### src/cpu_status_context_defs.svh
// register offsets, field positions and reset values for the core status/context bank
// assumes a 32-bit apb slave with word-aligned registers
`ifndef CPU_STATUS_CONTEXT_DEFS_SVH
`define CPU_STATUS_CONTEXT_DEFS_SVH
`define OFS_STATUS      12'h000
`define OFS_CORE_CTRL   12'h004
`define OFS_CONTEXT     12'h008
`define OFS_EVT_STATUS  12'h00C
`define OFS_EVT_CLEAR   12'h010
`define OFS_EVT_ENABLE  12'h014
`define OFS_CORE_EVENT  12'h018
`define SR_PRIO_HI      7
`define SR_PRIO_LO      5
`define SR_REPEAT       4
`define SR_NEG          3
`define SR_OVF          2
`define SR_ZERO         1
`define SR_CARRY        0
`define SR_SA           13
`define SR_SB           12
`define SR_SAB          10
`define CC_EARLY_EXIT   11
`define CC_DEPTH_HI     10
`define CC_DEPTH_LO     8
`define CC_PRIO_TOP     3
`define CC_FRAME        2
`define CC_ROUND        1
`define CC_INT_MODE     0
`define CC_WR_MASK      16'h000F
`define SR_WR_MASK      16'h30EF
`define CTX_RD_MASK     16'h0707
`define EVT_BITS        4
`define REG_RESET       16'h0000
`endif

### src/cpu_status_context_pkg.sv
// types for the core status/context register bank
// assumes cpu_status_context_defs.svh is included by the design file
package cpu_status_context_pkg;
  typedef logic [15:0] word_t;
  typedef logic [2:0]  bank_id_t;
  typedef enum logic [1:0] {EXIT_IDLE, EXIT_ARMED, EXIT_DONE} exit_state_t;
  typedef struct packed {
    logic [2:0] prio_low;
    logic       prio_top;
    logic       repeat_active;
    logic       neg;
    logic       ovf;
    logic       zero;
    logic       carry;
    logic       sa;
    logic       sb;
    logic       frame_active;
    logic       round_sel;
    logic       int_mode;
    logic [2:0] depth;
    bank_id_t   cur_bank;
    bank_id_t   man_bank;
    exit_state_t exit_st;
    logic [3:0] evt_status;
    logic [3:0] evt_enable;
    logic [31:0] prdata;
    logic        pready;
    logic        pslverr;
    logic        irq;
    logic        exit_req;
  } state_t;
endpackage : cpu_status_context_pkg

### src/cpu_status_context_regs.sv
// core status word, core control word and working-set context status behind apb
// assumes synchronous inputs from the execution unit on clk_i; one-cycle apb answer
`timescale 1ns/10ps
`include "cpu_status_context_defs.svh"

module cpu_status_context_regs
  import cpu_status_context_pkg::*;
(
  input  wire logic        clk_i,          // core clock
  input  wire logic        rst_i,          // sync reset, active high
  input  wire logic        psel_i,         // apb select
  input  wire logic        penable_i,      // apb access phase
  input  wire logic        pwrite_i,       // apb write
  input  wire logic [11:0] paddr_i,        // apb byte address
  input  wire logic [31:0] pwdata_i,       // apb write data
  output logic      [31:0] prdata_o,       // apb read data
  output logic             pready_o,       // apb ready
  output logic             pslverr_o,      // apb error on unmapped address
  input  wire logic        nesting_off_i,  // nesting disabled control
  input  wire logic        flag_upd_i,     // arithmetic result valid
  input  wire logic [15:0] result_i,       // arithmetic result
  input  wire logic        carry_i,        // carry out of msb
  input  wire logic        ovf_i,          // signed overflow
  input  wire logic        zero_upd_i,     // operation affects zero flag
  input  wire logic        repeat_busy_i,  // single-instruction repeat running
  input  wire logic        clip_a_i,       // accumulator a saturated
  input  wire logic        clip_b_i,       // accumulator b saturated
  input  wire logic        do_enter_i,     // do loop entered
  input  wire logic        do_leave_i,     // do loop finished
  input  wire logic        iter_end_i,     // current do iteration finishing
  input  wire logic        prio_wr_i,      // core writes priority (exception entry)
  input  wire logic [3:0]  prio_val_i,     // priority value from core
  input  wire logic        bank_upd_i,     // working set changed
  input  wire logic [2:0]  bank_val_i,     // new working set id
  input  wire logic        manual_swap_i,  // change is a manual swap
  output logic [3:0]       prio_level_o,   // four-bit cpu priority
  output logic             user_int_block_o, // user interrupts blocked
  output logic             do_exit_o,      // end running do loop now
  output logic             frame_full_o,   // frame/stack ptrs span full range
  output logic             round_biased_o, // biased rounding selected
  output logic             mul_integer_o,  // integer multiply mode
  output logic             irq_o           // enabled event pending
);
  import cpu_status_context_pkg::*;

  state_t cur;
  state_t nxt;

  logic  wr_acc;
  logic  rd_acc;
  logic  mapped;
  word_t wd;
  word_t sr_rd;
  word_t cc_rd;
  word_t ctx_rd;
  logic [3:0] evt_set;

  always_comb
  begin
    sr_rd = `REG_RESET;
    sr_rd[`SR_PRIO_HI:`SR_PRIO_LO] = cur.prio_low;
    sr_rd[`SR_REPEAT] = cur.repeat_active;
    sr_rd[`SR_NEG] = cur.neg;
    sr_rd[`SR_OVF] = cur.ovf;
    sr_rd[`SR_ZERO] = cur.zero;
    sr_rd[`SR_CARRY] = cur.carry;
    sr_rd[`SR_SA] = cur.sa;
    sr_rd[`SR_SB] = cur.sb;
    sr_rd[`SR_SAB] = cur.sa | cur.sb;
    cc_rd = `REG_RESET;
    cc_rd[`CC_DEPTH_HI:`CC_DEPTH_LO] = cur.depth;
    cc_rd[`CC_PRIO_TOP] = cur.prio_top;
    cc_rd[`CC_FRAME] = cur.frame_active;
    cc_rd[`CC_ROUND] = cur.round_sel;
    cc_rd[`CC_INT_MODE] = cur.int_mode;
    ctx_rd = {5'h00, cur.cur_bank, 5'h00, cur.man_bank} & `CTX_RD_MASK;
  end

  always_comb
  begin
    nxt = cur;
    wr_acc = psel_i & penable_i & pwrite_i & ~cur.pready;
    rd_acc = psel_i & penable_i & ~pwrite_i & ~cur.pready;
    wd = pwdata_i[15:0];
    mapped = (paddr_i == `OFS_STATUS) || (paddr_i == `OFS_CORE_CTRL) ||
             (paddr_i == `OFS_CONTEXT) || (paddr_i == `OFS_EVT_STATUS) ||
             (paddr_i == `OFS_EVT_CLEAR) || (paddr_i == `OFS_EVT_ENABLE);
    evt_set = 4'h0;
    nxt.pready = psel_i & penable_i & ~cur.pready;
    nxt.pslverr = psel_i & penable_i & ~cur.pready & ~mapped;
    nxt.prdata = 32'h0000_0000;
    if (rd_acc)
    begin
      case (paddr_i)
        `OFS_STATUS:     nxt.prdata = {16'h0000, sr_rd};
        `OFS_CORE_CTRL:  nxt.prdata = {16'h0000, cc_rd};
        `OFS_CONTEXT:    nxt.prdata = {16'h0000, ctx_rd};
        `OFS_EVT_STATUS: nxt.prdata = {28'h0000000, cur.evt_status};
        `OFS_EVT_ENABLE: nxt.prdata = {28'h0000000, cur.evt_enable};
        default:         nxt.prdata = 32'h0000_0000;
      endcase
    end
    // software writes first, hardware updates override
    if (wr_acc && paddr_i == `OFS_STATUS)
    begin
      if (!nesting_off_i)
        nxt.prio_low = wd[`SR_PRIO_HI:`SR_PRIO_LO];
      nxt.neg = wd[`SR_NEG];
      nxt.ovf = wd[`SR_OVF];
      nxt.zero = wd[`SR_ZERO];
      nxt.carry = wd[`SR_CARRY];
      nxt.sa = wd[`SR_SA] & wd[`SR_SAB];
      nxt.sb = wd[`SR_SB] & wd[`SR_SAB];
    end
    if (wr_acc && paddr_i == `OFS_CORE_CTRL)
    begin
      nxt.prio_top = wd[`CC_PRIO_TOP];
      nxt.frame_active = wd[`CC_FRAME];
      nxt.round_sel = wd[`CC_ROUND];
      nxt.int_mode = wd[`CC_INT_MODE];
      if (wd[`CC_EARLY_EXIT] && cur.depth != 3'h0)
        nxt.exit_st = EXIT_ARMED;
    end
    if (wr_acc && paddr_i == `OFS_EVT_ENABLE)
      nxt.evt_enable = pwdata_i[`EVT_BITS-1:0];
    if (wr_acc && paddr_i == `OFS_EVT_CLEAR)
      nxt.evt_status = cur.evt_status & ~pwdata_i[`EVT_BITS-1:0];
    nxt.repeat_active = repeat_busy_i;
    if (flag_upd_i)
    begin
      nxt.neg = result_i[15];
      nxt.ovf = ovf_i;
      nxt.carry = carry_i;
    end
    if (zero_upd_i)
    begin
      if (result_i != 16'h0000)
        nxt.zero = 1'b0;
      else
        nxt.zero = 1'b1;
    end
    if (clip_a_i)
      nxt.sa = 1'b1;
    if (clip_b_i)
      nxt.sb = 1'b1;
    if (prio_wr_i)
    begin
      nxt.prio_low = prio_val_i[2:0];
      nxt.prio_top = prio_val_i[3];
    end
    nxt.exit_req = 1'b0;
    case (cur.exit_st)
      EXIT_IDLE: ;
      EXIT_ARMED:
        if (iter_end_i)
        begin
          nxt.exit_req = 1'b1;
          nxt.exit_st = EXIT_DONE;
          evt_set[0] = 1'b1;
        end
      EXIT_DONE: nxt.exit_st = EXIT_IDLE;
      default: nxt.exit_st = EXIT_IDLE;
    endcase
    if (do_enter_i && !do_leave_i && cur.depth != 3'h7)
      nxt.depth = cur.depth + 3'h1;
    else if (do_leave_i && !do_enter_i && cur.depth != 3'h0)
      nxt.depth = cur.depth - 3'h1;
    if (bank_upd_i)
    begin
      nxt.cur_bank = bank_val_i;
      evt_set[1] = 1'b1;
      if (manual_swap_i)
        nxt.man_bank = bank_val_i;
    end
    evt_set[2] = flag_upd_i & ovf_i;
    evt_set[3] = (clip_a_i & ~cur.sa) | (clip_b_i & ~cur.sb);
    nxt.evt_status = nxt.evt_status | evt_set;      // set wins over clear
    nxt.irq = |(nxt.evt_status & nxt.evt_enable);
  end

  always_ff @(posedge clk_i)
  begin
    if (rst_i)
    begin
      cur <= '0;
      cur.exit_st <= EXIT_IDLE;
    end
    else
      cur <= nxt;
  end

  always_ff @(posedge clk_i)
  begin
    if (rst_i)
    begin
      prio_level_o <= 4'h0;
      user_int_block_o <= 1'b0;
      do_exit_o <= 1'b0;
      frame_full_o <= 1'b0;
      round_biased_o <= 1'b0;
      mul_integer_o <= 1'b0;
    end
    else
    begin
      prio_level_o <= {nxt.prio_top, nxt.prio_low};
      user_int_block_o <= nxt.prio_top | (nxt.prio_low == 3'h7);
      do_exit_o <= nxt.exit_req;
      frame_full_o <= nxt.frame_active;
      round_biased_o <= nxt.round_sel;
      mul_integer_o <= nxt.int_mode;
    end
  end

  assign prdata_o = cur.prdata;
  assign pready_o = cur.pready;
  assign pslverr_o = cur.pslverr;
  assign irq_o = cur.irq;

  // side outputs are registered together with the state, so they track cur in the same cycle
  AST_TOP_BLOCKS: assert property (@(posedge clk_i) disable iff (rst_i)
    cur.prio_top |-> user_int_block_o)
    else $error("top bit did not block");
  AST_LOW_SEVEN: assert property (@(posedge clk_i) disable iff (rst_i)
    (cur.prio_low == 3'h7) |-> user_int_block_o)
    else $error("level seven did not block");
  AST_NO_BLOCK: assert property (@(posedge clk_i) disable iff (rst_i)
    (!cur.prio_top && cur.prio_low != 3'h7) |-> !user_int_block_o)
    else $error("interrupts blocked below level seven");
  AST_LEVEL_JOIN: assert property (@(posedge clk_i) disable iff (rst_i)
    ##1 prio_level_o == {$past(nxt.prio_top), $past(nxt.prio_low)})
    else $error("priority join wrong");
  AST_PRIO_LOAD: assert property (@(posedge clk_i) disable iff (rst_i)
    prio_wr_i |=> prio_level_o == $past(prio_val_i))
    else $error("core priority load lost");
  AST_LOCKED_PRIO: assert property (@(posedge clk_i) disable iff (rst_i)
    (wr_acc && paddr_i == `OFS_STATUS && nesting_off_i && !prio_wr_i)
    |=> cur.prio_low == $past(cur.prio_low))
    else $error("priority written while locked");
  AST_OPEN_PRIO: assert property (@(posedge clk_i) disable iff (rst_i)
    (wr_acc && paddr_i == `OFS_STATUS && !nesting_off_i && !prio_wr_i)
    |=> cur.prio_low == $past(pwdata_i[`SR_PRIO_HI:`SR_PRIO_LO]))
    else $error("priority write lost");
  AST_REPEAT: assert property (@(posedge clk_i) disable iff (rst_i)
    repeat_busy_i |=> cur.repeat_active)
    else $error("repeat flag missing");
  AST_REPEAT_CLR: assert property (@(posedge clk_i) disable iff (rst_i)
    !repeat_busy_i |=> !cur.repeat_active)
    else $error("repeat flag stuck");
  AST_NEG: assert property (@(posedge clk_i) disable iff (rst_i)
    (flag_upd_i && !wr_acc) |=> cur.neg == $past(result_i[15]))
    else $error("neg flag wrong");
  AST_OVF: assert property (@(posedge clk_i) disable iff (rst_i)
    flag_upd_i |=> cur.ovf == $past(ovf_i))
    else $error("ovf flag wrong");
  AST_ZERO_CLR: assert property (@(posedge clk_i) disable iff (rst_i)
    (zero_upd_i && result_i != 16'h0000) |=> !cur.zero)
    else $error("zero not cleared");
  AST_ZERO_SET: assert property (@(posedge clk_i) disable iff (rst_i)
    (zero_upd_i && result_i == 16'h0000) |=> cur.zero)
    else $error("zero not set");
  AST_ZERO_HOLD: assert property (@(posedge clk_i) disable iff (rst_i)
    (!zero_upd_i && !wr_acc) |=> cur.zero == $past(cur.zero))
    else $error("zero flag not sticky");
  AST_CARRY: assert property (@(posedge clk_i) disable iff (rst_i)
    flag_upd_i |=> cur.carry == $past(carry_i))
    else $error("carry flag wrong");
  AST_CLIP_OR: assert property (@(posedge clk_i) disable iff (rst_i)
    (rd_acc && paddr_i == `OFS_STATUS)
    |=> prdata_o[`SR_SAB] == (prdata_o[`SR_SA] | prdata_o[`SR_SB]))
    else $error("combined clip bit wrong");
  AST_CLIP_CLR: assert property (@(posedge clk_i) disable iff (rst_i)
    (wr_acc && paddr_i == `OFS_STATUS && !pwdata_i[`SR_SAB] && !clip_a_i && !clip_b_i)
    |=> !cur.sa && !cur.sb)
    else $error("clip flags not cleared by combined bit");
  AST_EXIT: assert property (@(posedge clk_i) disable iff (rst_i)
    (cur.exit_st == EXIT_ARMED && iter_end_i) |=> do_exit_o)
    else $error("early exit lost");
  AST_EXIT_PULSE: assert property (@(posedge clk_i) disable iff (rst_i)
    do_exit_o |=> !do_exit_o)
    else $error("early exit longer than one cycle");
  AST_NO_EXIT: assert property (@(posedge clk_i) disable iff (rst_i)
    (cur.exit_st == EXIT_IDLE) |=> !do_exit_o)
    else $error("early exit without request");
  AST_EXIT_RD0: assert property (@(posedge clk_i) disable iff (rst_i)
    (rd_acc && paddr_i == `OFS_CORE_CTRL) |=> !prdata_o[`CC_EARLY_EXIT])
    else $error("early exit read nonzero");
  AST_DEPTH_UP: assert property (@(posedge clk_i) disable iff (rst_i)
    (do_enter_i && !do_leave_i && cur.depth != 3'h7)
    |=> cur.depth == $past(cur.depth) + 3'h1)
    else $error("do depth not raised");
  AST_DEPTH_DN: assert property (@(posedge clk_i) disable iff (rst_i)
    (do_leave_i && !do_enter_i && cur.depth != 3'h0)
    |=> cur.depth == $past(cur.depth) - 3'h1)
    else $error("do depth not lowered");
  AST_FRAME: assert property (@(posedge clk_i) disable iff (rst_i)
    (wr_acc && paddr_i == `OFS_CORE_CTRL) |=> frame_full_o == $past(pwdata_i[`CC_FRAME]))
    else $error("frame window select wrong");
  AST_ROUND: assert property (@(posedge clk_i) disable iff (rst_i)
    (wr_acc && paddr_i == `OFS_CORE_CTRL) |=> round_biased_o == $past(pwdata_i[`CC_ROUND]))
    else $error("rounding select wrong");
  AST_INT_MODE: assert property (@(posedge clk_i) disable iff (rst_i)
    (wr_acc && paddr_i == `OFS_CORE_CTRL)
    |=> mul_integer_o == $past(pwdata_i[`CC_INT_MODE]))
    else $error("multiply mode wrong");
  AST_BANK: assert property (@(posedge clk_i) disable iff (rst_i)
    bank_upd_i |=> cur.cur_bank == $past(bank_val_i))
    else $error("bank id wrong");
  AST_CTX_RO: assert property (@(posedge clk_i) disable iff (rst_i)
    (wr_acc && paddr_i == `OFS_CONTEXT && !bank_upd_i)
    |=> cur.cur_bank == $past(cur.cur_bank) && cur.man_bank == $past(cur.man_bank))
    else $error("context status written by software");
  AST_MANUAL: assert property (@(posedge clk_i) disable iff (rst_i)
    (bank_upd_i && manual_swap_i) |=> cur.man_bank == $past(bank_val_i))
    else $error("manual bank id not loaded");
  AST_MANUAL_HOLD: assert property (@(posedge clk_i) disable iff (rst_i)
    !(bank_upd_i && manual_swap_i) |=> cur.man_bank == $past(cur.man_bank))
    else $error("manual bank id changed without swap");
  AST_CTX_ZERO: assert property (@(posedge clk_i) disable iff (rst_i)
    (rd_acc && paddr_i == `OFS_CONTEXT) |=> (prdata_o[15:0] & ~`CTX_RD_MASK) == 16'h0000)
    else $error("context unused bits set");
  // checked through reset, so no disable condition here
  AST_RESET_CLEAR: assert property (@(posedge clk_i)
    rst_i |=> (cur.prio_low == 3'h0 && cur.depth == 3'h0 && prio_level_o == 4'h0))
    else $error("fields not cleared by reset");
  AST_PREADY_PULSE: assert property (@(posedge clk_i) disable iff (rst_i)
    pready_o |=> !pready_o)
    else $error("ready longer than one cycle");
  AST_SLVERR_PAIR: assert property (@(posedge clk_i) disable iff (rst_i)
    pslverr_o |-> pready_o)
    else $error("error without ready");

  COV_EXIT: cover property (@(posedge clk_i) disable iff (rst_i) do_exit_o);
  COV_SWAP: cover property (@(posedge clk_i) disable iff (rst_i) bank_upd_i && manual_swap_i);
  COV_IRQ: cover property (@(posedge clk_i) disable iff (rst_i) irq_o);
  COV_DEPTH: cover property (@(posedge clk_i) disable iff (rst_i) cur.depth == 3'h2);
  COV_LOCKED: cover property (@(posedge clk_i) disable iff (rst_i)
    wr_acc && paddr_i == `OFS_STATUS && nesting_off_i);
endmodule : cpu_status_context_regs

### config.mk
export PLATFORM = sky130hd
export DESIGN_NAME = cpu_status_context_regs
export DESIGN_NICKNAME = d
export VERILOG_FILES = /design/src/cpu_status_context_pkg.sv /design/src/cpu_status_context_regs.sv
export VERILOG_INCLUDE_DIRS = /design/src
export SDC_FILE = /design/constraint.sdc
export NUM_CORES = 1
export LEC_CHECK = 0
export ABC_AREA = 1
export BUFFER_PORTS_ARGS = -buffer_cell sky130_fd_sc_hd__buf_2
export CAP_MARGIN = 20
export CELL_PAD_IN_SITES_DETAIL_PLACEMENT = 0
export CELL_PAD_IN_SITES_GLOBAL_PLACEMENT = 1
export CORE_MARGIN = 1.5
export CORE_UTILIZATION = 34
export DETAILED_ROUTE_END_ITERATION = 10
export PLACE_DENSITY = 0.95
export SYNTH_ARGS = -nofsm -noshare
export SYNTH_HDL_FRONTEND = slang
export SYNTH_SLANG_ARGS = --single-unit
export TNS_END_PERCENT = 50
### constraint.sdc
create_clock -name clk_i -period 3.9 [get_ports clk_i]
set_input_delay 0.585 -clock clk_i [delete_from_list [all_inputs] [get_ports clk_i]]
set_output_delay 0.585 -clock clk_i [all_outputs]
set_load 0.05 [all_outputs]
# After elaboration in Yosys (flattened, before gate mapping)
# Cells that the tools add are included.
dict set report op_classes {
  n_shift 0
  n_mux 24
  n_lt_le_gt_ge 0
  reduce_logical 28
  n_addsub 2
  mul 0
  n_bitwise 25
  n_eq_ne 8
  div 0
}
# operator n
set ops {}
lappend ops {{$pmux W14 S5} 1}
lappend ops {{$eq A12 B4 Y1 const B} 2}
lappend ops {{$eq A12 B5 Y1 const B} 2}
lappend ops {{$reduce_bool A16 Y1} 1}
lappend ops {{$mux W3} 5}
lappend ops {{$and A1 B1 Y1} 12}
lappend ops {{$eq A12 B3 Y1 const B} 1}
lappend ops {{$logic_not A12 Y1} 1}
lappend ops {{$mux W4} 3}
lappend ops {{$reduce_bool A2 Y1} 5}
lappend ops {{$logic_and A1 B1 Y1} 9}
lappend ops {{$mux W1} 9}
lappend ops {{$and A4 B4 Y4} 2}
lappend ops {{$mux W2} 4}
lappend ops {{$mux W6} 1}
lappend ops {{$not A1 Y1} 6}
lappend ops {{$logic_or A1 B1 Y1} 5}
lappend ops {{$not A4 Y4} 1}
lappend ops {{$or A4 B4 Y4} 1}
lappend ops {{$pmux W2 S2} 1}
lappend ops {{$reduce_or A4 Y1} 1}
lappend ops {{$add A3 B1 Y3 const B} 1}
lappend ops {{$eq A3 B3 Y1 const B} 1}
lappend ops {{$ne A3 B3 Y1 const B} 1}
lappend ops {{8 further kinds} 11}
dict set report word_totals {
  mem_bits_rw 0
  n_memories 0
  out_inout_bits 44
  register_bits 74
  latch_bits 0
  mem_bits_ro 0
  input_bits 86
}

# Depth between registers and ports, before layout
# Gate-level depths: netlist (run 1).
dict set report depth {
  word_depth 8
  mapped_depth 11
}

# Worst setup path before layout (run 1)
# Ideal clock, no wire load.
dict set report synth_timing {
  path_type {input -> register}
  from {input port do_leave_i}
  to {register cur, in the netlist cc_rd[10]}
  path_buffers 0
  path_slack_ps 2291
  setup_time_ps 122
  path_stages 7
  arrival_time_ps 1487
  path_cell_list {inv_1 -> nand3_1 -> fa_1 -> a21oi_1 -> a21oi_1 -> o21ai_0 -> a21oi_1}
}
dict set report synth_via {
  elab_chain_cells 4
}
# element line_no
set synth_rtl {}
lappend synth_rtl {{start, declared} cpu_status_context_regs.sv:29} ;# input wire logic do_leave_i,
lappend synth_rtl {{$logic_not A1 Y1} cpu_status_context_regs.sv:164} ;# if (do_enter_i && !do_leave_i && cur.depth != 3'h7)
lappend synth_rtl {{$logic_and A1 B1 Y1 (2 in series)} cpu_status_context_regs.sv:164}
lappend synth_rtl {{$mux W3 / $reduce_bool A2 Y1 (equally long branches)} -}
lappend synth_rtl {{end signal, assigned} cpu_status_context_regs.sv:189} ;# cur <= nxt;
lappend synth_rtl {{end, declared} cpu_status_context_regs.sv:46} ;# state_t cur;
# Parallel ways exist; a longest one is shown, timed or not.
# A chain may end at the register's enable or synchronous reset.

# Worst setup path after layout (run 1)
dict set report layout_timing {
  from {input port rst_i}
  to {register cur, in the netlist prdata_o[4]}
}
dict set report layout_via {
  elab_chain_cells 1
}
# element line_no
set layout_rtl {}
lappend layout_rtl {{start, declared} cpu_status_context_regs.sv:10} ;# input wire logic rst_i,
lappend layout_rtl {{$reduce_or A2 Y1 (no source line)} -}
# Every way passes these cells.

==> results of run 1 <==
==> worst paths after layout <==
path | to | slack, ns | depth (start not counted)
worst max-delay path | prdata_o[4] | 2.12 | 6
worst min-delay path | ctx_rd[0] | 0.47 | 2
worst max register to register | cur[58] | 2.25 | 6
worst min register to register | ctx_rd[0] | 0.47 | 2
==> cell families after synthesis <==
group | count (synthesis) | share of synthesized area
compound gates | 64 | 0.1336
simple gates | 159 | 0.3047
other cells | 1 | 0.001371
fa+ha+maj | 1 | 0.007320
flops | 51 | 0.3733
buf+inv | 89 | 0.1798
==> worst register-to-register path: stages (launching register included) <==
cell	delay (ns)
dfxtp_1	0.34
nor2_2	0.54
nand3_4	0.24
inv_2	0.16
o21ai_0	0.08
o21ai_0	0.14
inv_1	0.05
==> per-layer routing <==
metal / global-route usage / vias to the layer above / routed length, µm
met5: 0 / - / 0
met4: 0.06566 / 0 / 136
met3: 0.03202 / 10 / 462
met2: 0.2580 / 98 / 2893
met1: 0.1860 / 1132 / 2752
li1: - / 1281 / -
==> cell type report <==
cell class              count  share of cell area
multi-input cells         243              0.4040
well taps                 102             0.03997
clock inverters             2             0.01881
flip-flops and latches     51              0.3197
repair buffers             89              0.1395
clock buffers               6             0.02273
inverters                  47             0.05525
==> cells in the mapped netlist (all sizes together) <==
master  count  area share
nand2      69        0.10
dfxtp      51        0.37
inv        47       0.065
nor2       42       0.085
buf        39        0.11
a21oi      26       0.050
nand3      23       0.058
o21ai      23       0.043
nand4      11       0.025
nor3        9       0.021
o22ai       5       0.011
a31oi       4      0.0091
o211ai      4       0.011
clkbuf      3      0.0041
nor3b       2      0.0055
nor4        2      0.0046
a211oi      1      0.0027
a21o        1      0.0055
and2        1      0.0032
conb        1      0.0014
fa          1      0.0073
==> sequential cells by signal (all words and copies together) (netlist names) <==
signal and count:
cur 19, prdata_o 13, ctx_rd 6, cc_rd 4, do_exit_o 1, frame_full_o 1
irq_o 1, mul_integer_o 1, pready_o 1, prio_level_o 1, pslverr_o 1, round_biased_o 1
user_int_block_o 1
==> power by group through the flow <==
stage / registers [mW] / logic (mW) / clock network [mW]
floorplan: 0.568 / 0.139 / 0
global placement: 0.565 / 0.181 / 0
detailed placement: 0.566 / 0.184 / 0
CTS: 0.554 / 0.185 / 0.434
global route: 0.558 / 0.206 / 0.460
finish: 0.554 / 0.184 / 0.431
==> per-stage QoR <==
stage | util | cells | hold slack [ns] | cell area (µm²)
floorplan | - | 383 | 0.4294 | 2803
global placement | 0.3940 | 532 | 0.4441 | 3060
detailed placement | 0.3940 | 532 | 0.4538 | 3060
CTS | 0.4111 | 540 | 0.4676 | 3193
global route | 0.4111 | 540 | 0.4819 | 3193
finish | 0.4111 | 540 | 0.4661 | 3193
==> metrics.md, run 1 <==
| Metric | Value |
|---|---|
| Status | `finished clean` |
| Die W | `92.69 µm` |
| Resize count post-CTS | `0` |
| Switching Share | `0.2731` |
| Slew Viols, Final | `0` |
| Number of buffers created by CTS | `5` |
| Fmax | `560.6 MHz` |
| Combinational share of power | `0.158` |
| Tmin final | `1.784 ns` |
| Fin crit share | `0.4574` |
| Nets | `524` |
| P per Cell Area | `366.4 nW/µm²` |
| Via count | `2521` |
| Lkg Pwr | `1.553 nW` |
| Worst Setup Start Kind | `primary input` |
| Post-CTS Setup Inserts | `0` |
| DP Wirelength | `4952 µm` |
| Largest net degree at the start of global routing | `23` |
| Unrepaired setup endpoints after global routing | `false` |
| H-tree depth | `2` |
| Worst Slack Setup Final | `2.116 ns` |
| Initial DRC Count | `147` |
| Final Hold Violating Endpoints | `0` |
| Synthesized area per cell | `7.493 µm²` |
| GPL Wtd Cong | `0.8185` |
| Most frequent cells in the layout | `buf_2 (89), nand2_1 (64), dfxtp_1 (51)` |
| Area grow syn2layout | `16.74%` |
| # rows | `32` |
| FILL cells | `817` |
| CORE AREA | `7767 µm²` |
| CP Data Required Time | `4.12 ns` |
| Clk slew on worst S/H paths | `0.09 ns` |
| Global route overflow | `0` |
| Clock Sinks | `51` |
| Crit-path leading delay family | `buffers and inverters` |
| Worst Path Buf+Inv | `3` |
| Storage cell area | `1021 µm²` |
| Ratio of cells with drive above 1 in the final layout | `0.2785` |
| Max-cap violations | `0` |
| Crit Path Max Fanout | `22` |
| Via-to-Cell Ratio | `4.669` |
| Design Power | `1.170 mW` |
| CP max stage cell | `inv_1` |
| Initial core utilization | `0.3521` |
| Hold buffer count at CTS | `0` |
| CP cell instances | `buf_2 -> inv_1 -> nand2_1 -> nor2_1 -> inv_1 -> nor3b_1` |
| First-pass GRT wire length | `10470 µm` |
| Unique masters post-synth | `34` |
| GRT Resource Usage Total | `0.1523` |
| I/O Pins | `130` |
| Detailed Routing Iterations Pass 1 | `4` |
| Clk_lat worst skew | `0.31 ns` |
| Net switching power | `319.5 µW` |
| CP peak stage delay | `0.40 ns` |
| Most common cell after layout, fill and taps aside | `buf_2` |
| VDD IR max | `0.1327 mV` |
| Clk network pwr share | `0.369` |
| Share of power burned in registers | `0.474` |
| Die Y | `92.69 µm` |
| Setup slack after placement | `1.786 ns` |
| Critical path capture point type | `flop` |
| WL per Instance | `11.56 µm` |
| Synth warn | `0` |
| Seq/Total Area, Yosys | `0.3733` |
| IO Port Bufs | `89` |
| Post-synthesis cell count | `365` |
| Mapped Area | `2735 µm²` |
| Register bit total from synthesis | `51` |
| Vias in the first global route | `2377` |
| Drt drc | `0` |
| DRT antenna net count | `0` |
| Antenna cells | `0` |
| Worst-margin pin slew | `0.6664 ns` |
| Max clock buf depth | `2` |
| Internal power | `850.5 µW` |
| Clock root buffer | `clkbuf_8` |
| Worst hold path type | `flop to flop` |
| Antenna violations before repair | `0` |
| Die ar. | `8591 µm²` |
| Critical Path Start | `rst_i` |
| Worst hold start | `ctx_rd[0]` |
| Worst Path Arrival | `2.00 ns` |
| Reg2Reg Launch Point | `pready_o` |
| Final Setup Violations | `0` |
| Worst clock skew | `0.006903 ns` |
| Critical path class | `primary input to flop` |
| Total Neg Setup Slack | `0 ns` |
| CTS tree | `done` |
| Multi-input logic area | `1290 µm²` |
| Total wire length | `6245 µm` |
| Slew Limit Headroom | `0.5552` |
| CP most frequent cell | `inv_1` |
Note: power is estimated with default switching activity, not from simulation.
==> inputs of run 2 (changes only) <==
--- a/config.mk
+++ b/config.mk
@@ -12,9 +12,9 @@
 export CELL_PAD_IN_SITES_DETAIL_PLACEMENT = 0
 export CELL_PAD_IN_SITES_GLOBAL_PLACEMENT = 1
 export CORE_MARGIN = 1.5
-export CORE_UTILIZATION = 34
+export CORE_UTILIZATION = 29
 export DETAILED_ROUTE_END_ITERATION = 10
-export PLACE_DENSITY = 0.95
+export PLACE_DENSITY = 0.88
 export SYNTH_ARGS = -nofsm -noshare
 export SYNTH_HDL_FRONTEND = slang
 export SYNTH_SLANG_ARGS = --single-unit
==> constraint.sdc (replaced) <==
create_clock -name clk_i -period 1.6 [get_ports clk_i]
set_input_delay 0.24 -clock clk_i [delete_from_list [all_inputs] [get_ports clk_i]]
set_output_delay 0.24 -clock clk_i [all_outputs]
set_load 0.05 [all_outputs]
==> run 2 against run 1 <==
Compared with the run above:
- core utilization down 5.6 points
- clock-buffer cell count unchanged
- first-iteration DRC count down 14%
- sequential power up 140%
- highest routed layer unchanged
- wire length up 6.0%
- clock skew about the same
- setup slack worse by 2.0 ns
- non-clock buffer count up 11
- flip-flop and latch count unchanged
- largest power group unchanged
- total power up 120%
- critical path depth up 1
- via count up 0.40%
==> metrics.md, run 2 (synthesis gave the netlist of run 1 again) <==
| Metric | Value |
|---|---|
| Status | `finished clean` |
| Clk slew on worst S/H paths | `0.09 ns` |
| Final Hold Violating Endpoints | `0` |
| Multi-input logic area | `1292 µm²` |
| Max clock buf depth | `2` |
| GPL Wtd Cong | `0.8255` |
| Critical path capture point type | `flop` |
| Clock Sinks | `51` |
| Antenna violations before repair | `0` |
| Global route overflow | `0` |
| Worst hold path type | `primary input to flop` |
| Slew Viols, Final | `0` |
| Total wire length | `6617 µm` |
| Nets | `535` |
| Die W | `100.1 µm` |
| DP Wirelength | `5406 µm` |
| Clock root buffer | `clkbuf_8` |
| Worst R2R Setup Slack | `0.10 ns` |
| FILL cells | `998` |
| Fin crit share | `0.9345` |
| Vias in the first global route | `2424` |
| Clk_lat worst skew | `0.31 ns` |
| Initial DRC Count | `127` |
| Final instance area | `3267 µm²` |
| Post-CTS Setup Inserts | `0` |
| Initial core utilization | `0.2974` |
| First-pass GRT wire length | `10930 µm` |
| WL per Instance | `11.82 µm` |
| Worst Setup Start Kind | `flop` |
| DRT antenna net count | `0` |
| # rows | `35` |
| Worst Path Buf+Inv | `0` |
| CTS tree | `done` |
| Most frequent cells in the layout | `buf_2 (89), nand2_1 (64), dfxtp_1 (51)` |
| CP Data Required Time | `1.80 ns` |
| Antenna cells | `0` |
| H-tree depth | `2` |
| Drt drc | `0` |
| Area grow syn2layout | `19.44%` |
| Via-to-Cell Ratio | `4.520` |
| Worst Path Arrival | `1.69 ns` |
| Worst Slack Setup Final | `0.1048 ns` |
| Number of buffers created by CTS | `5` |
| Critical path class | `flop to flop` |
| Die ar. | `10020 µm²` |
| Post-DP Area | `3179 µm²` |
| Via count | `2531` |
| IO Port Bufs | `89` |
| CP cell instances | `nand3_1 -> nand3_1 -> fa_2 -> a21oi_1 -> a21oi_1 -> o21ai_0 -> a21oi_1` |
| Tmin final | `1.495 ns` |
| Detailed Routing Iterations Pass 1 | `4` |
| Non-Filler Instances | `560` |
| Max-cap violations | `0` |
| Lkg Pwr | `1.592 nW` |
| Crit-path leading delay family | `compound AO/OA/AOI/OAI gates` |
| Storage cell area | `1021 µm²` |
| Die Y | `100.1 µm` |
| Largest register FFs | `19` |
| Final core utilization | `0.3552` |
| Largest register by flop count | `cur` |
| VDD IR max | `0.3054 mV` |
| Fmax | `668.8 MHz` |
| Worst Hold Margin | `0.1451 ns` |
| CP most frequent cell | `a21oi_1` |
| Unrepaired setup endpoints after global routing | `false` |
| CP max stage cell | `fa_2` |
| Largest net degree at the start of global routing | `22` |
| GRT Resource Usage Total | `0.1369` |
| Worst clock skew | `0.006998 ns` |
| Setup slack after placement | `-0.02725 ns` |
| Most common cell after layout, fill and taps aside | `buf_2` |
| Final Setup Violations | `0` |
| Inst Count DP | `552` |
| P per Cell Area | `781.8 nW/µm²` |
| CP peak stage delay | `0.38 ns` |
| Ratio of cells with drive above 1 in the final layout | `0.2984` |
| I/O Pins | `130` |
| Crit Path Max Fanout | `5` |
| CORE AREA | `9196 µm²` |
-- run 2: changes by cell type in the layout (fill, tap and decap cells not counted) --
cell	delta
buf_12	+2
buf_4	+9
bufinv_16	-2
clkinv_2	+1
clkinvlp_4	+1
fa_1	-1
fa_2	+1
-- run 2: stage by stage --
step	setup TNS, ns	total power, mW
final	0	2.554
after global routing	0	2.688
after CTS	0	2.576
after detailed placement	-0.03401	1.856
after global placement	0	1.844
after floorplan	0	1.724
-- run 2: cell type report --
type / count / area share
multi-input cells: 243 / 0.3956
well taps: 111 / 0.04251
flip-flops and latches: 51 / 0.3125
repair buffers: 100 / 0.1693
clock inverters: 2 / 0.003830
clock buffers: 6 / 0.02221
inverters: 47 / 0.05400
-- run 2: metal layers --
metal | routed length, µm | up-vias | GRT usage
met3 | 553 | 3 | 0.03343
met2 | 3019 | 105 | 0.2255
li1 | - | 1303 | -
met1 | 3010 | 1120 | 0.1771
met4 | 32 | 0 | 0.04225
met5 | 0 | - | 0
-- run 2: worst paths after layout --
path                                     to  cells after the start           from
worst max-delay path              cc_rd[10]                      7       cc_rd[8]
worst min-delay path                cur[64]                      3  repeat_busy_i
worst max register to register    cc_rd[10]                      7       cc_rd[8]
worst min register to register  prdata_o[4]                      1        cur[64]
-- run 2: tightest hold or removal path: stages --
cell,delay [ns]
buf_2,0.07
inv_1,0.03
nor2_1,0.07
-- run 2: power by group --
group / leakage [nW] / switching [mW] / internal, mW
combinational: 1.13 / 0.331 / 0.149
sequential: 0.417 / 0.0295 / 1.32
clock: 0.0412 / 0.422 / 0.307
-- run 2: timing repair --
item / CTS / global route
setup endpoints to repair: 0 / 1
hold buffers: 0 / 0
resized for setup: 0 / 1
==> inputs of run 3 (changes only) <==
--- a/config.mk
+++ b/config.mk
@@ -8,13 +8,14 @@
 export LEC_CHECK = 0
 export ABC_AREA = 1
 export BUFFER_PORTS_ARGS = -buffer_cell sky130_fd_sc_hd__buf_2
-export CAP_MARGIN = 20
+export CAP_MARGIN = 5
 export CELL_PAD_IN_SITES_DETAIL_PLACEMENT = 0
 export CELL_PAD_IN_SITES_GLOBAL_PLACEMENT = 1
 export CORE_MARGIN = 1.5
 export CORE_UTILIZATION = 29
 export DETAILED_ROUTE_END_ITERATION = 10
 export PLACE_DENSITY = 0.88
+export SETUP_SLACK_MARGIN = 0.3
 export SYNTH_ARGS = -nofsm -noshare
 export SYNTH_HDL_FRONTEND = slang
 export SYNTH_SLANG_ARGS = --single-unit
==> run 3 against run 2 <==
Compared with the run above:
- hold slack better by 0.0080 ns
- clock-buffer cell count unchanged
- global-route usage up 0.46 points
- non-clock buffer count grew 9
- first-iteration DRC count shrank 18%
- die area is the same
- via count up 2.0%
- largest power group unchanged
==> metrics.md, run 3 (synthesis gave the netlist of run 1 again) <==
| Metric | Value |
|---|---|
| Initial core utilization | `0.2974` |
| IO Port Bufs | `89` |
| Post-DP Area | `3188 µm²` |
| Drt drc | `0` |
| Largest net degree at the start of global routing | `22` |
| # rows | `35` |
| Worst Setup Start Kind | `flop` |
| Number of buffers created by CTS | `5` |
| Worst Path Arrival | `1.54 ns` |
| Worst Hold Margin | `0.1531 ns` |
| Via count | `2582` |
| Fmax | `740.4 MHz` |
| Non-Filler Instances | `570` |
| Global route overflow | `0` |
| Nets | `545` |
| Lkg Pwr | `1.671 nW` |
| First-pass GRT wire length | `11230 µm` |
| FILL cells | `992` |
| Setup slack after placement | `-0.005091 ns` |
| Die Y | `100.1 µm` |
| Area grow syn2layout | `25.94%` |
| CTS tree | `done` |
| Critical path class | `flop to flop` |
| Hold buffer count at CTS | `0` |
| I/O Pins | `130` |
| H-tree depth | `2` |
| Final Hold Violating Endpoints | `0` |
| Worst clock skew | `0.01094 ns` |
| Vias in the first global route | `2461` |
| Clk slew on worst S/H paths | `0.09 ns` |
| VDD IR max | `0.3861 mV` |
| CP cell instances | `nand3_2 -> nand3_2 -> fa_2 -> a21oi_2 -> a21oi_1 -> o21ai_1 -> a21oi_1` |
| Largest register by flop count | `cur` |
| CP Data Required Time | `1.79 ns` |
| Tmin final | `1.351 ns` |
| Crit Path Max Fanout | `5` |
| Fin crit share | `0.8442` |
| Clock root buffer | `clkbuf_8` |
| Total Neg Setup Slack | `0 ns` |
| Total wire length | `7020 µm` |
| Ratio of cells with drive above 1 in the final layout | `0.3377` |
| CORE AREA | `9196 µm²` |
| Die W | `100.1 µm` |
| Unrepaired setup endpoints after global routing | `true` |
| Largest register FFs | `19` |
| Final Setup Violations | `0` |
| Antenna cells | `0` |
| Clk_lat worst skew | `0.31 ns` |
| Worst hold path type | `primary input to flop` |
| Die ar. | `10020 µm²` |
| WL per Instance | `12.32 µm` |
| Critical path capture point type | `flop` |
| Slew Viols, Final | `0` |
| CP peak stage delay | `0.37 ns` |
| Most common cell after layout, fill and taps aside | `buf_2` |
| P per Cell Area | `755.4 nW/µm²` |
| Final instance area | `3445 µm²` |
| Status | `finished clean` |
| Max clock buf depth | `2` |
| Initial DRC Count | `104` |
| CP max stage cell | `dfxtp_4` |
| DRT antenna net count | `0` |
| Clock Sinks | `51` |
| Worst Slack Setup Final | `0.2494 ns` |
| Most frequent cells in the layout | `buf_2 (87), nand2_1 (61), dfxtp_1 (49)` |
| DP Wirelength | `5436 µm` |
| Inst Count DP | `553` |
| GPL Wtd Cong | `0.8045` |
| Detailed Routing Iterations Pass 1 | `4` |
| GRT Resource Usage Total | `0.1415` |
| Via-to-Cell Ratio | `4.530` |
| Antenna violations before repair | `0` |
| Max-cap violations | `0` |
==> run 3: cell types whose count changed in the layout (fill, tap and decap cells not counted), sizes merged <==
cell,previous run,this run
nand3,23,24
buf,100,109
==> run 3: metrics by stage <==
stage | utilization | power, mW
final | 0.3746 | 2.602
after global routing | 0.3746 | 2.735
after CTS | 0.3589 | 2.595
after detailed placement | 0.3467 | 1.858
after global placement | 0.3467 | 1.846
after floorplan | - | 1.729
==> run 3: power breakdown <==
group          switching, mW  internal (mW)
clock network          0.431          0.307
logic                  0.349          0.166
registers             0.0320           1.32
total                  0.811           1.79
==> run 3: what timing repair did <==
item,4_1_cts,5_1_grt
gates cloned,0,1
resized for setup,4,18
pin swaps,1,12
setup buffers,2,6
endpoints found under the setup margin,2,21
endpoints found under the hold margin,0,0
==> run 3: routing by layer <==
layer / track usage / vias up / wire [µm]
li1: - / 1323 / -
met4: 0.04767 / 0 / 110
met5: 0 / - / 0
met1: 0.1745 / 1156 / 3158
met3: 0.03900 / 10 / 509
met2: 0.2381 / 93 / 3242
==> run 3: worst paths after layout <==
check,depth (start not counted),start,end,slack (ns)
worst max-delay path,7,cc_rd[8],cc_rd[10],0.25
worst min-delay path,3,repeat_busy_i,cur[64],0.15
worst max register to register,7,cc_rd[8],cc_rd[10],0.25
worst min register to register,2,ctx_rd[10],ctx_rd[10],0.46
==> run 3: layout make-up <==
class                           count  area (µm²)  area share
Inverter                           47       178.9     0.05194
Multi-Input combinational cell    244        1368      0.3970
Timing Repair Buffer              109       648.1      0.1882
Clock inverter                      2       12.51    0.003632
Sequential cell                    51        1026      0.2979
Clock buffer                        6       72.57     0.02107
Tap cell                          111       138.9     0.04032
==> run 3: worst max-delay path, delay by kind of cell, from the launching register on <==
family	cells	cell delay (ns)
AOI/OAI and AO/OA	4	0.33
adders and majority gates	1	0.36
DFF	1	0.37
and+or+nand+nor	2	0.17
